==> src/rtl/pap_defines.svh <==
// Register offsets, reset values and field positions of the first port
`ifndef PAP_DEFINES_SVH
`define PAP_DEFINES_SVH
// Offsets are word indices; the bus byte address is four times the index
`define PAP_OFF_LATCH     10'h005
`define PAP_OFF_CMP_CTRL  10'h01f
`define PAP_OFF_DIR       10'h085
`define PAP_OFF_VREF_CTRL 10'h09f
`define PAP_OFF_CONFIG    10'h0c0
`define PAP_ADDR_HI       11
`define PAP_IDX_LO        2
`define PAP_BIT_CMP1_PIN  3
`define PAP_LATCH_CLR_HI  3
`define PAP_CMP_WR_HI     5
`define PAP_RST_DIR       8'hff
`define PAP_RST_CTRL      8'h00
`define PAP_RST_LATCH_LO  4'h0
`define PAP_VREF_RSVD_MSK 8'hef
`define PAP_CFG_MASK      8'h07
`define PAP_BIT_OD        4
`define PAP_BIT_IN_ONLY   5
`define PAP_BIT_OSC_OUT   6
`define PAP_BIT_OSC_IN    7
`define PAP_CFG_MASTER_CLEAR_IN      0
`define PAP_CFG_OSC_LO    1
`define PAP_CFG_OSC_HI    2
`define PAP_CMP_MODE_LO   0
`define PAP_CMP_MODE_HI   2
`define PAP_CMP_OUT_MODE  3'h6
`define PAP_CMP1_OUT      6
`define PAP_CMP2_OUT      7
`define PAP_DIV_LAST      2'h3
`define PAP_DIV_HALF      1
`endif

==> src/rtl/pap_pkg.sv <==
// Types shared by the first port design
package pap_pkg;
	typedef enum logic [1:0] {
		PAP_OSC_RC       = 2'h0,
		PAP_OSC_INTERNAL = 2'h1,
		PAP_OSC_CRYSTAL  = 2'h2,
		PAP_OSC_EXT_CLK  = 2'h3
	} pap_osc_mode_t;
	typedef enum logic [1:0] {
		PAP_APB_IDLE   = 2'b01,
		PAP_APB_ACCESS = 2'b10
	} pap_apb_state_t;
endpackage : pap_pkg

==> src/rtl/pap_quarter_clock.sv <==
// Divide-by-four clock output for the oscillator output pin
`timescale 1ns/1ps
`include "pap_defines.svh"
module pap_quarter_clock
	import pap_pkg::*;
(
	input  wire logic sys_clk,
	input  wire logic rst_n,
	input  wire logic enable,
	output logic      quarter_clock_out
);
	logic [1:0] count_ff;
	logic       clk_ff;

	always_ff @(posedge sys_clk or negedge rst_n) begin
		if (!rst_n) begin
			count_ff <= 2'h0;
		end else if (!enable) begin
			count_ff <= 2'h0;
		end else begin
			count_ff <= count_ff + 2'h1;
		end
	end

	// Half period of two core cycles
	always_ff @(posedge sys_clk or negedge rst_n) begin
		if (!rst_n) begin
			clk_ff <= 1'b0;
		end else begin
			clk_ff <= enable & count_ff[`PAP_DIV_HALF];
		end
	end

	assign quarter_clock_out = clk_ff;
endmodule : pap_quarter_clock

==> src/rtl/pap_pin_cell.sv <==
// One port pin: output driver, enable and input gating
`timescale 1ns/1ps
`include "pap_defines.svh"
module pap_pin_cell
	import pap_pkg::*;
#(
	parameter bit OPEN_DRAIN = 1'b0,
	parameter bit INPUT_ONLY = 1'b0
) (
	input  wire logic latch_bit,
	input  wire logic dir_bit,
	input  wire logic pin_in,
	input  wire logic taken_over,
	output logic      pin_out,
	output logic      pin_oe_n,
	output logic      read_bit
);
	always_comb begin
		pin_out  = latch_bit;
		pin_oe_n = dir_bit | taken_over;
		if (INPUT_ONLY) begin
			pin_oe_n = 1'b1;
		end else if (OPEN_DRAIN) begin
			pin_out  = 1'b0;
			pin_oe_n = dir_bit | latch_bit;
		end
		read_bit = taken_over ? 1'b0 : pin_in;
	end
endmodule : pap_pin_cell

==> src/rtl/pap_port.sv <==
// First port: APB registers, pin functions and reset values
`timescale 1ns/1ps
`include "pap_defines.svh"
// Operation
// - Pin 4 as output only pulls low, never drives high.
// - Configuration bit picks general input or master clear for pin 5.
// - As master clear, pin 5 low holds the device in reset.
// - RC or internal oscillator: pin 6 may output quarter oscillator clock.
// - Latch bits 3:0 clear on reset; bit 4 kept on other resets.
// - Reference bit 4 reads zero; comparator and reference clear on reset.
// - Pin 4 feeds the timer-0 clock input and may carry comparator output.
// - Every reset sets all direction bits to one.
// - Direction one tristates the pin; zero drives the latch value.
// - Port reads give pin levels; writes load the written data into latch.
// - Oscillator-owned pins 6 and 7 read zero, direction ignored.
module pap_port
	import pap_pkg::*;
#(
	parameter int PORT_WIDTH = 8
) (
	input  wire logic                  sys_clk,
	input  wire logic                  rst_n,
	input  wire logic                  por_n,
	input  wire logic                  psel,
	input  wire logic                  penable,
	input  wire logic                  pwrite,
	input  wire logic [`PAP_ADDR_HI:0] paddr,
	input  wire logic [31:0]           pwdata,
	input  wire logic [3:0]            pstrb,
	output logic      [31:0]           prdata,
	output logic                       pready,
	output logic                       pslverr,
	input  wire logic [PORT_WIDTH-1:0] pad_in,
	output logic      [PORT_WIDTH-1:0] pad_out,
	output logic      [PORT_WIDTH-1:0] pad_oe_n,
	input  wire logic                  cmp1_result,
	input  wire logic                  cmp2_result,
	output logic                       master_clear_req,
	output logic                       timer0_ext_clock,
	output logic      [PORT_WIDTH-1:0] comparator_control,
	output logic      [PORT_WIDTH-1:0] vref_control
);
	logic [PORT_WIDTH-1:0] first_port_latch_ff;
	logic [PORT_WIDTH-1:0] first_port_direction_ff;
	logic [PORT_WIDTH-1:0] cmp_ctrl_ff;
	logic [PORT_WIDTH-1:0] vref_ctrl_ff;
	logic [PORT_WIDTH-1:0] config_ff;
	logic [31:0]           prdata_ff;
	logic [PORT_WIDTH-1:0] pin_read;
	logic [PORT_WIDTH-1:0] raw_out;
	logic [PORT_WIDTH-1:0] raw_oe_n;
	logic [PORT_WIDTH-1:0] taken;
	logic [PORT_WIDTH-1:0] nxt_latch;
	logic                  master_clear_select;
	logic                  osc_owns_pins;
	logic                  clk_out_en;
	logic                  cmp_out_mode;
	logic                  quarter_clock_out;
	logic                  wr_en;
	logic                  rd_en;
	logic                  addr_ok;
	logic                  word_ok;
	logic [`PAP_ADDR_HI:`PAP_IDX_LO] reg_idx;
	pap_osc_mode_t         osc_mode;

	assign master_clear_select = config_ff[`PAP_CFG_MASTER_CLEAR_IN];
	assign osc_mode = pap_osc_mode_t'(config_ff[`PAP_CFG_OSC_HI:`PAP_CFG_OSC_LO]);
	assign osc_owns_pins = (osc_mode == PAP_OSC_CRYSTAL) || (osc_mode == PAP_OSC_EXT_CLK);
	assign clk_out_en = (osc_mode == PAP_OSC_RC) || (osc_mode == PAP_OSC_INTERNAL);
	assign cmp_out_mode = (cmp_ctrl_ff[`PAP_CMP_MODE_HI:`PAP_CMP_MODE_LO] == `PAP_CMP_OUT_MODE);

	// Pins 6 and 7 belong to the oscillator in crystal and external modes
	always_comb begin
		taken = '0;
		taken[`PAP_BIT_OSC_OUT] = osc_owns_pins;
		taken[`PAP_BIT_OSC_IN]  = osc_owns_pins;
	end

	genvar gi;
	generate
		for (gi = 0; gi < PORT_WIDTH; gi++) begin : g_pin
			pap_pin_cell #(
				.OPEN_DRAIN(gi == `PAP_BIT_OD),
				.INPUT_ONLY(gi == `PAP_BIT_IN_ONLY)
			) u_cell (
				.latch_bit (first_port_latch_ff[gi]),
				.dir_bit   (first_port_direction_ff[gi]),
				.pin_in    (pad_in[gi]),
				.taken_over(taken[gi]),
				.pin_out   (raw_out[gi]),
				.pin_oe_n  (raw_oe_n[gi]),
				.read_bit  (pin_read[gi])
			);
		end
	endgenerate

	pap_quarter_clock u_qclk (
		.sys_clk          (sys_clk),
		.rst_n            (rst_n),
		.enable           (clk_out_en),
		.quarter_clock_out(quarter_clock_out)
	);

	// Alternate outputs on pins 3, 4 and 6
	always_comb begin
		pad_out  = raw_out;
		pad_oe_n = raw_oe_n;
		if (cmp_out_mode) begin
			pad_out[`PAP_BIT_CMP1_PIN] = cmp_ctrl_ff[`PAP_CMP1_OUT];
			pad_out[`PAP_BIT_OD] = 1'b0;
			pad_oe_n[`PAP_BIT_OD] = first_port_direction_ff[`PAP_BIT_OD]
				| cmp_ctrl_ff[`PAP_CMP2_OUT];
		end
		if (clk_out_en) begin
			pad_out[`PAP_BIT_OSC_OUT]  = quarter_clock_out;
			pad_oe_n[`PAP_BIT_OSC_OUT] = 1'b0;
		end
	end

	assign timer0_ext_clock = pad_in[`PAP_BIT_OD];
	assign master_clear_req = master_clear_select & ~pad_in[`PAP_BIT_IN_ONLY];

	// Single-cycle APB slave
	assign pready  = 1'b1;
	// Word-aligned byte address, register index above the lane bits
	assign reg_idx = paddr[`PAP_ADDR_HI:`PAP_IDX_LO];
	assign word_ok = (paddr[`PAP_IDX_LO-1:0] == '0);
	assign addr_ok = word_ok && ((reg_idx == `PAP_OFF_LATCH) || (reg_idx == `PAP_OFF_DIR)
		|| (reg_idx == `PAP_OFF_CMP_CTRL) || (reg_idx == `PAP_OFF_VREF_CTRL)
		|| (reg_idx == `PAP_OFF_CONFIG));
	assign pslverr = psel & penable & ~addr_ok;
	assign wr_en   = psel & penable & pwrite & pstrb[0] & addr_ok;
	assign rd_en   = psel & ~penable & ~pwrite;

	// Write loads the write data unchanged, without merging pin levels
	always_comb begin
		nxt_latch = pwdata[PORT_WIDTH-1:0];
	end

	always_ff @(posedge sys_clk or negedge rst_n) begin
		if (!rst_n) begin
			first_port_latch_ff <= '0;
		end else if (!por_n) begin
			first_port_latch_ff[`PAP_LATCH_CLR_HI:0] <= `PAP_RST_LATCH_LO;
		end else if (wr_en && reg_idx == `PAP_OFF_LATCH) begin
			first_port_latch_ff <= nxt_latch;
		end
	end

	always_ff @(posedge sys_clk or negedge rst_n) begin
		if (!rst_n) begin
			first_port_direction_ff <= `PAP_RST_DIR;
		end else if (!por_n) begin
			first_port_direction_ff <= `PAP_RST_DIR;
		end else if (wr_en && reg_idx == `PAP_OFF_DIR) begin
			first_port_direction_ff <= pwdata[PORT_WIDTH-1:0];
		end
	end

	always_ff @(posedge sys_clk or negedge rst_n) begin
		if (!rst_n) begin
			cmp_ctrl_ff <= `PAP_RST_CTRL;
		end else if (!por_n) begin
			cmp_ctrl_ff <= `PAP_RST_CTRL;
		end else begin
			cmp_ctrl_ff[`PAP_CMP2_OUT] <= cmp2_result;
			cmp_ctrl_ff[`PAP_CMP1_OUT] <= cmp1_result;
			if (wr_en && reg_idx == `PAP_OFF_CMP_CTRL) begin
				cmp_ctrl_ff[`PAP_CMP_WR_HI:0] <= pwdata[`PAP_CMP_WR_HI:0];
			end
		end
	end

	always_ff @(posedge sys_clk or negedge rst_n) begin
		if (!rst_n) begin
			vref_ctrl_ff <= `PAP_RST_CTRL;
		end else if (!por_n) begin
			vref_ctrl_ff <= `PAP_RST_CTRL;
		end else if (wr_en && reg_idx == `PAP_OFF_VREF_CTRL) begin
			vref_ctrl_ff <= pwdata[PORT_WIDTH-1:0] & `PAP_VREF_RSVD_MSK;
		end
	end

	// Device configuration; survives warm resets
	always_ff @(posedge sys_clk or negedge rst_n) begin
		if (!rst_n) begin
			config_ff <= `PAP_RST_CTRL;
		end else if (wr_en && reg_idx == `PAP_OFF_CONFIG) begin
			config_ff <= pwdata[PORT_WIDTH-1:0] & `PAP_CFG_MASK;
		end
	end

	// Read data captured in setup phase
	always_ff @(posedge sys_clk or negedge rst_n) begin
		if (!rst_n) begin
			prdata_ff <= 32'h0;
		end else if (rd_en) begin
			case (reg_idx)
				`PAP_OFF_LATCH:     prdata_ff <= {24'h0, pin_read};
				`PAP_OFF_DIR:       prdata_ff <= {24'h0, first_port_direction_ff};
				`PAP_OFF_CMP_CTRL:  prdata_ff <= {24'h0, cmp_ctrl_ff};
				`PAP_OFF_VREF_CTRL: prdata_ff <= {24'h0, vref_ctrl_ff};
				`PAP_OFF_CONFIG:    prdata_ff <= {24'h0, config_ff};
				default:            prdata_ff <= 32'h0;
			endcase
		end
	end

	assign prdata             = prdata_ff;
	assign comparator_control = cmp_ctrl_ff;
	assign vref_control       = vref_ctrl_ff;
endmodule : pap_port

==> config.mk <==
export PLATFORM = sky130hd
export DESIGN_NAME = pap_port
export DESIGN_NICKNAME = d
export VERILOG_FILES = /design/src/rtl/pap_pkg.sv /design/src/rtl/pap_quarter_clock.sv /design/src/rtl/pap_pin_cell.sv /design/src/rtl/pap_port.sv
export VERILOG_INCLUDE_DIRS = /design/src /design/src/rtl
export SDC_FILE = /design/constraint.sdc
export NUM_CORES = 1
export LEC_CHECK = 0
export BUFFER_PORTS_ARGS = -buffer_cell sky130_fd_sc_hd__buf_4
export CAP_MARGIN = 10
export CORE_ASPECT_RATIO = 0.8
export CORE_MARGIN = 2
export CORE_UTILIZATION = 50
export CTS_BUF_LIST = sky130_fd_sc_hd__clkbuf_8 sky130_fd_sc_hd__clkbuf_16
export DETAILED_ROUTE_END_ITERATION = 6
export HOLD_SLACK_MARGIN = 0.12
export PLACE_DENSITY = 0.93
export SYNTH_ARGS = -nofsm -noshare
export SYNTH_HDL_FRONTEND = slang
export SYNTH_SLANG_ARGS = --single-unit
==> constraint.sdc <==
create_clock -name sys_clk -period 3.3 [get_ports sys_clk]
set_clock_uncertainty 0.15 [all_clocks]
set_input_delay 0 -clock sys_clk [delete_from_list [all_inputs] [get_ports sys_clk]]
set_output_delay 0 -clock sys_clk [all_outputs]
set_load 0.005 [all_outputs]
==> summary.md, run 1 <==
| Metric | Value |
|---|---|
| Syn-to-layout area delta | `36.47%` |
| CTS sink count | `45` |
| Status | `finished clean` |
| Crit-path max FO | `5` |
| Worst-skew pair later-pin latency | `0.31 ns` |
| Post-synthesis register bit count | `45` |
| Initial antenna violation count | `0` |
| Post-Syn Area | `around 2700 um2` |
| GPL Wtd Cong | `~0.86` |
| First-pass GRT wire length | `~11,000 um` |
| Cts-stage hold buffer count | `45` |
| HPWL after DPL | `4663 um` |
| Cells after Synth | `about 270` |
| Number of cells on the worst hold path | `3` |
| Static leakage | `around 1.7 nW` |
| CP Capture Point | `vref_control[7]` |
| Setup ws final | `~0.22 ns` |
| Nets | `between 400 and 500` |
| # placed instances | `approximately 380` |
| Post-Place Setup Slack | `1.265 ns` |
| Synth cell types | `between 40 and 50` |
| Row count | `23` |
| Worst Setup SP | `paddr[1]` |
| Final global-route overflow total | `0` |
| RSZ-0062 raised after global routing | `no` |
| Die height | `approximately 69 um` |
| Gr usage total | `between 20% and 30%` |
| Max-slew headroom | `43.32%` |
| Final Hold Fails | `0` |
| Pwr Density | `326.6 nW/um2` |
| Worst EP required | `3.39 ns` |
| Root Driver | `clkbuf_8` |
| DR vias/cell | `5.276` |
| Syn. warnings | `0` |
| Hold Path Class | `input port to register` |
| Highest clock rate | `between 300 and 400 MHz` |
| Cell with the most instances after synthesis | `buf_4` |
| DRC viols | `0` |
| Cts repair resizes | `0` |
| Iter 0 DRT Violations | `~120` |
| Final std cells w/o fill | `around 430` |
| Maximum VDD drop | `approximately 280 uV` |
| Die ar. | `slightly below 6000 um2` |
| Setup_tns | `0 ns` |
| Final worst path period share | `between 90% and 100%` |
| R2r worst-path depth | `4` |
| Post-CTS Setup Inserts | `0` |
| Pin count of the biggest net entering global routing | `45` |
| Worst endpoint data arrival time | `about 3.2 ns` |
| Proportion of layout cells with a drive suffix above 1 | `30.35%` |
| Synth area leader | `dfrtp_1` |
| Number of max-cap violations | `0` |
| Clock transition at path regs | `around 0.090 ns` |
| Reg2reg start | `config_ff[2]` |
| Number of synthesized flops with an enable pin | `0` |
| Avg WL per Cell | `16.00 um` |
| Num CTS Buffers | `5` |
| Yosys top cell area share | `between 30% and 40%` |
| Routed vias | `2,274` |
| End of the worst register-to-register path | `prdata[7]` |
| Startpoint types | `input port` |
| Number of global-route vias before repair | `roughly 2,300` |
| Antenna-violating nets left | `0` |
| WS Path Type | `input port to register` |
| Worst-Margin Slew | `between 0.8 and 0.9 ns` |
| Fillers | `about 370` |
| Core Area | `between 5000 and 6000 um2` |
| Synth area leaders | `dfrtp_1, mux2i_1, buf_4` |
| Register area share after synthesis | `between 40 and 50%` |
| Final worst path period need | `3.084 ns` |
| Port Buffers | `76` |
| H-tree depth | `2` |
| Crit end category | `register` |
| Final setup violation count | `0` |
| R2r setup slk | `between 1 and 1.5 ns` |
| Maximum clock path buffer count | `2` |
| Post-synth top cells | `buf_4, dfrtp_1, mux2i_1` |
| Initial Util | `a little over half` |
| IO Count | `roughly 130` |
| Post-Route WL | `between 6000 and 7000 um` |
| CTS tree | `yes` |
| Max-slew violations | `0` |
| Die X | `approximately 86 um` |
| Post-synth ARST share | `100.0%` |
| Synth Flop Type | `dfrtp_1` |
| Avg Cell Area, Syn | `10.01 um2` |
| Ant diodes | `0` |
| First-pass iteration count of the detailed router | `4` |
flip-flops by register name, summed over array words and instances (netlist names):
name,flops
first_port_direction_ff,8
prdata,8
u_qclk.quarter_clock_out,1
comparator_control,8
vref_control,7
first_port_latch_ff,8
u_qclk.count_ff,2
config_ff,3
how the worst min path moves through the flow:
stage               startpoint                     end
floorplan                rst_n   comparator_control[0]
global placement         rst_n  first_port_latch_ff[4]
detailed placement       rst_n  first_port_latch_ff[4]
CTS                       psel               prdata[5]
global route              psel               prdata[3]
finish                    psel               prdata[5]
cells in the final DEF (no fill, tap or decap), types with 2 or more instances in the layout:
cell type,count
a21oi_1,8
a221oi_1,2
a22o_1,3
a22oi_1,2
a31oi_1,5
and2_1,2
and3_1,3
and4_1,2
buf_4,76
clkbuf_8,5
conb_1,28
dfrtp_1,37
dfstp_2,8
dlygate4sd3_1,44
inv_1,2
mux2_2,11
mux2i_1,33
nand2_1,28
nand3_1,2
nand3b_1,2
nand4_1,4
nand4b_1,2
nor2_1,11
nor2b_1,18
nor3_1,7
nor4_1,3
nor4_4,2
o21ai_0,3
or2_2,2
stage by stage:
step	power, W	hold WS (ns)	instance area (um2)	util (%)
2_1_floorplan	0.0006718	-0.4456	2760	-
3_3_place_gp	0.0007268	-0.1258	3065	60.52
3_5_place_dp	0.0007305	-0.1184	3065	60.52
4_1_cts	0.001181	0.1319	3633	71.74
5_1_grt	0.001230	0.1525	3633	71.74
6_report	0.001187	0.1221	3633	71.74
power breakdown:
group | internal, W | switching (W) | total (W)
clock | 0.000222 | 0.000198 | 0.000420
combinational | 0.000105 | 0.0000883 | 0.000193
sequential | 0.000566 | 0.00000787 | 0.000574
final cells by class:
cell class	instances	area (um2)	share of cell area (%)
tap	62	77.57	2.135
timing repair buffer	121	1031	28.37
clock inverter	3	38.79	1.067
sequential	45	1136	31.27
multi-input combinational	194	1277	35.16
inverter	1	3.754	0.1033
clock buffer	5	68.82	1.894
worst max-delay path, cell delays in order:
cell and delay (ns):
dlygate4sd3_1 0.53, buf_4 0.14, or4_4 0.53, dlygate4sd3_1 0.66
nor4_4 0.51, mux2i_1 0.23, dlygate4sd3_1 0.56
layer usage:
layer / vias up / share of wire [%] / track usage [%]
li1: 1061 / - / -
met1: 1088 / 44 / 31.09
met2: 114 / 46 / 36.89
met3: 11 / 8.7 / 7.381
met4: 0 / 1.3 / 7.231
met5: - / 0 / 0
kinds of logic after synthesis:
logic type	share of synthesized area [%]
XOR/XNOR	0.3290
buffers and inverters	13.02
other	0.2821
AND/OR/NAND/NOR	20.87
AO/OA/AOI/OAI	5.780
flip-flops	42.67
multiplexers	17.06
Power figures use the tool's default switching activity.
==> inputs of run 2 (changes only) <==
--- a/config.mk
+++ b/config.mk
@@ -11,7 +11,7 @@
 export CORE_ASPECT_RATIO = 0.8
 export CORE_MARGIN = 2
 export CORE_UTILIZATION = 50
-export CTS_BUF_LIST = sky130_fd_sc_hd__clkbuf_8 sky130_fd_sc_hd__clkbuf_16
+export CTS_BUF_LIST = sky130_fd_sc_hd__clkbuf_16
 export DETAILED_ROUTE_END_ITERATION = 6
 export HOLD_SLACK_MARGIN = 0.12
 export PLACE_DENSITY = 0.93
==> run 2 against run 1 <==
  * Combinational power about the same
  * Critical path type unchanged
  * Maximum frequency shrank 1.7%
  * First-iteration DRC count rose by 45%
  * Wire length is 0.59% lower
  * Largest power group unchanged
  * Via count grew 0.97%
  * Setup slack got worse by 0.054 ns
  * Clock power grew 34%
  * Sequential share of layout area shrank 0.31 points
  * Global-route usage decreased by 0.28 points
  * Register-to-register slack hardly changed
  * Non-clock buffer count is 1 lower
  * Clock-buffer cell count unchanged
==> summary.md, run 2 (same netlist as run 1, synthesis figures left out) <==
| Metric | Value |
|---|---|
| Status | `finished clean` |
| Antenna-violating nets left | `0 (unchanged)` |
| Iter 0 DRT Violations | `167 (+45%)` |
| Nets | `431 (-0.23%)` |
| GPL Wtd Cong | `0.8603 (unchanged)` |
| Number of global-route vias before repair | `2,263 (-0.53%)` |
| Syn-to-layout area delta | `37.83%` |
| First-pass GRT wire length | `10,810 um (-1.5%)` |
| RSZ-0062 raised after global routing | `no` |
| Max-slew violations | `0 (unchanged)` |
| Setup_tns | `0 ns (unchanged)` |
| Worst-skew pair later-pin latency | `0.29 ns (-0.02 ns)` |
| Worst EP required | `3.38 ns (about the same)` |
| Avg WL per Cell | `15.95 um (-0.36%)` |
| Maximum clock path buffer count | `2 (unchanged)` |
| Row count | `23 (unchanged)` |
| Crit end category | `register` |
| Die height | `69.27 um (unchanged)` |
| Pwr Density | `362.1 nW/um2 (+11%)` |
| WS Path Type | `input port to register` |
| Die X | `85.59 um (unchanged)` |
| Crit-path max FO | `5 (unchanged)` |
| Core Area | `5065 um2 (unchanged)` |
| Final Hold Fails | `0 (unchanged)` |
| Final worst path period share | `95.08% (+1.6 points)` |
| Port Buffers | `76 (unchanged)` |
| H-tree depth | `2 (unchanged)` |
| Startpoint types | `input port` |
| Hold Path Class | `input port to register` |
| DR vias/cell | `5.340 (+1.2%)` |
| Root Driver | `clkbuf_16` |
| IO Count | `132 (unchanged)` |
| Highest clock rate | `318.7 MHz (-1.7%)` |
| Post-Route WL | `6857 um (-0.59%)` |
| Static leakage | `1.769 nW (+1.2%)` |
| Clock transition at path regs | `0.06 ns (-0.03 ns)` |
| First-pass iteration count of the detailed router | `4 (unchanged)` |
| Final setup violation count | `0 (unchanged)` |
| Die ar. | `5928 um2 (unchanged)` |
| Most frequent cells in the layout | `buf_4, dlygate4sd3_1, dfrtp_1, mux2i_1` |
| Initial antenna violation count | `0 (unchanged)` |
| Number of max-cap violations | `0 (unchanged)` |
| Final core utilization | `72.46% (+0.72 points)` |
| Final global-route overflow total | `0 (unchanged)` |
| Final worst path period need | `3.138 ns (+0.05393 ns)` |
| Maximum VDD drop | `317.5 uV (+13%)` |
| HPWL after DPL | `4663 um (unchanged)` |
| DRC viols | `0 (unchanged)` |
| Routed vias | `2,296 (+0.97%)` |
| Num CTS Buffers | `5 (unchanged)` |
| CTS sink count | `45 (unchanged)` |
| Pin count of the biggest net entering global routing | `45 (unchanged)` |
| CTS tree | `yes` |
| Worst-Margin Slew | `1.052 ns (+0.2091 ns)` |
| Proportion of layout cells with a drive suffix above 1 | `30.16% (-0.19 points)` |
| Ant diodes | `0 (unchanged)` |
| Worst endpoint data arrival time | `3.21 ns (+0.03 ns)` |
| Initial Util | `52.57% (unchanged)` |
| Commonest non-fill, non-tap cell in the layout | `buf_4` |
| Gr usage total | `23.22% (-0.28 points)` |
| Max-slew headroom | `29.66% (-14 points)` |
[run 2: through the flow]
step | power, W | std cells | setup slack, ns | area (um2) | hold slack, ns
after floorplan | 0.0006718 | 292 | 1.693 | 2760 | -0.4456
after global placement | 0.0007268 | 378 | 1.327 | 3065 | -0.1258
after detailed placement | 0.0007305 | 378 | 1.265 | 3065 | -0.1184
after CTS | 0.001331 | 430 | 0.2351 | 3670 | 0.1243
after global routing | 0.001376 | 430 | 0.1272 | 3670 | 0.1567
final | 0.001329 | 430 | 0.1624 | 3670 | 0.1278
[run 2: routing by layer]
metal,GRT usage [%],routed length [um],part of all wire (%),vias to the layer above
met5,0,0,0,-
met4,6.878,89,1.3,0
met3,6.190,681,9.9,11
met2,36.98,3191,47,131
met1,31.09,2894,42,1094
li1,-,-,-,1060
[run 2: worst max-delay path, cell delays in order]
cell and delay [ns]:
dlygate4sd3_1 0.53, buf_4 0.14, or4_4 0.53, dlygate4sd3_1 0.66, nor4_4 0.51, mux2i_1 0.27
dlygate4sd3_1 0.56
[run 2: worst paths after layout]
path                                    start                      to  slack, ns  cells after the start
max                                  paddr[1]         vref_control[7]       0.16                      7
min                                  paddr[4]            config_ff[2]       0.13                      5
max reg2reg                      config_ff[2]               prdata[7]       1.02                      4
min reg2reg                u_qclk.count_ff[0]      u_qclk.count_ff[0]       0.30                      1
max in group asynchronous               rst_n      u_qclk.count_ff[1]       0.71                      4
min in group asynchronous               rst_n  first_port_latch_ff[5]       0.55                      3
[run 2: layout make-up]
cell class	count	area, um2
inverters	1	3.754
fillers	372	1395
flip-flops and latches	45	1136
repair buffers	120	1011
clock inverters	3	38.79
clock buffers	5	125.1
multi-input cells	194	1277
well taps	62	77.57
[run 2: where the power goes]
group | internal (W) | total (W) | leakage [nW] | switching, W
Combinational | 0.000105 | 0.000194 | 1.10 | 0.0000887
Clock | 0.000353 | 0.000561 | 0.0850 | 0.000208
Sequential | 0.000567 | 0.000574 | 0.584 | 0.00000764
[run 2: repair_timing]
action | in CTS | in global routing
resized for setup | 0 | 0
hold buffers | 44 | 0
setup buffers | 0 | 0
setup endpoints to repair | 0 | 0
endpoints found under the hold margin | 89 | 0
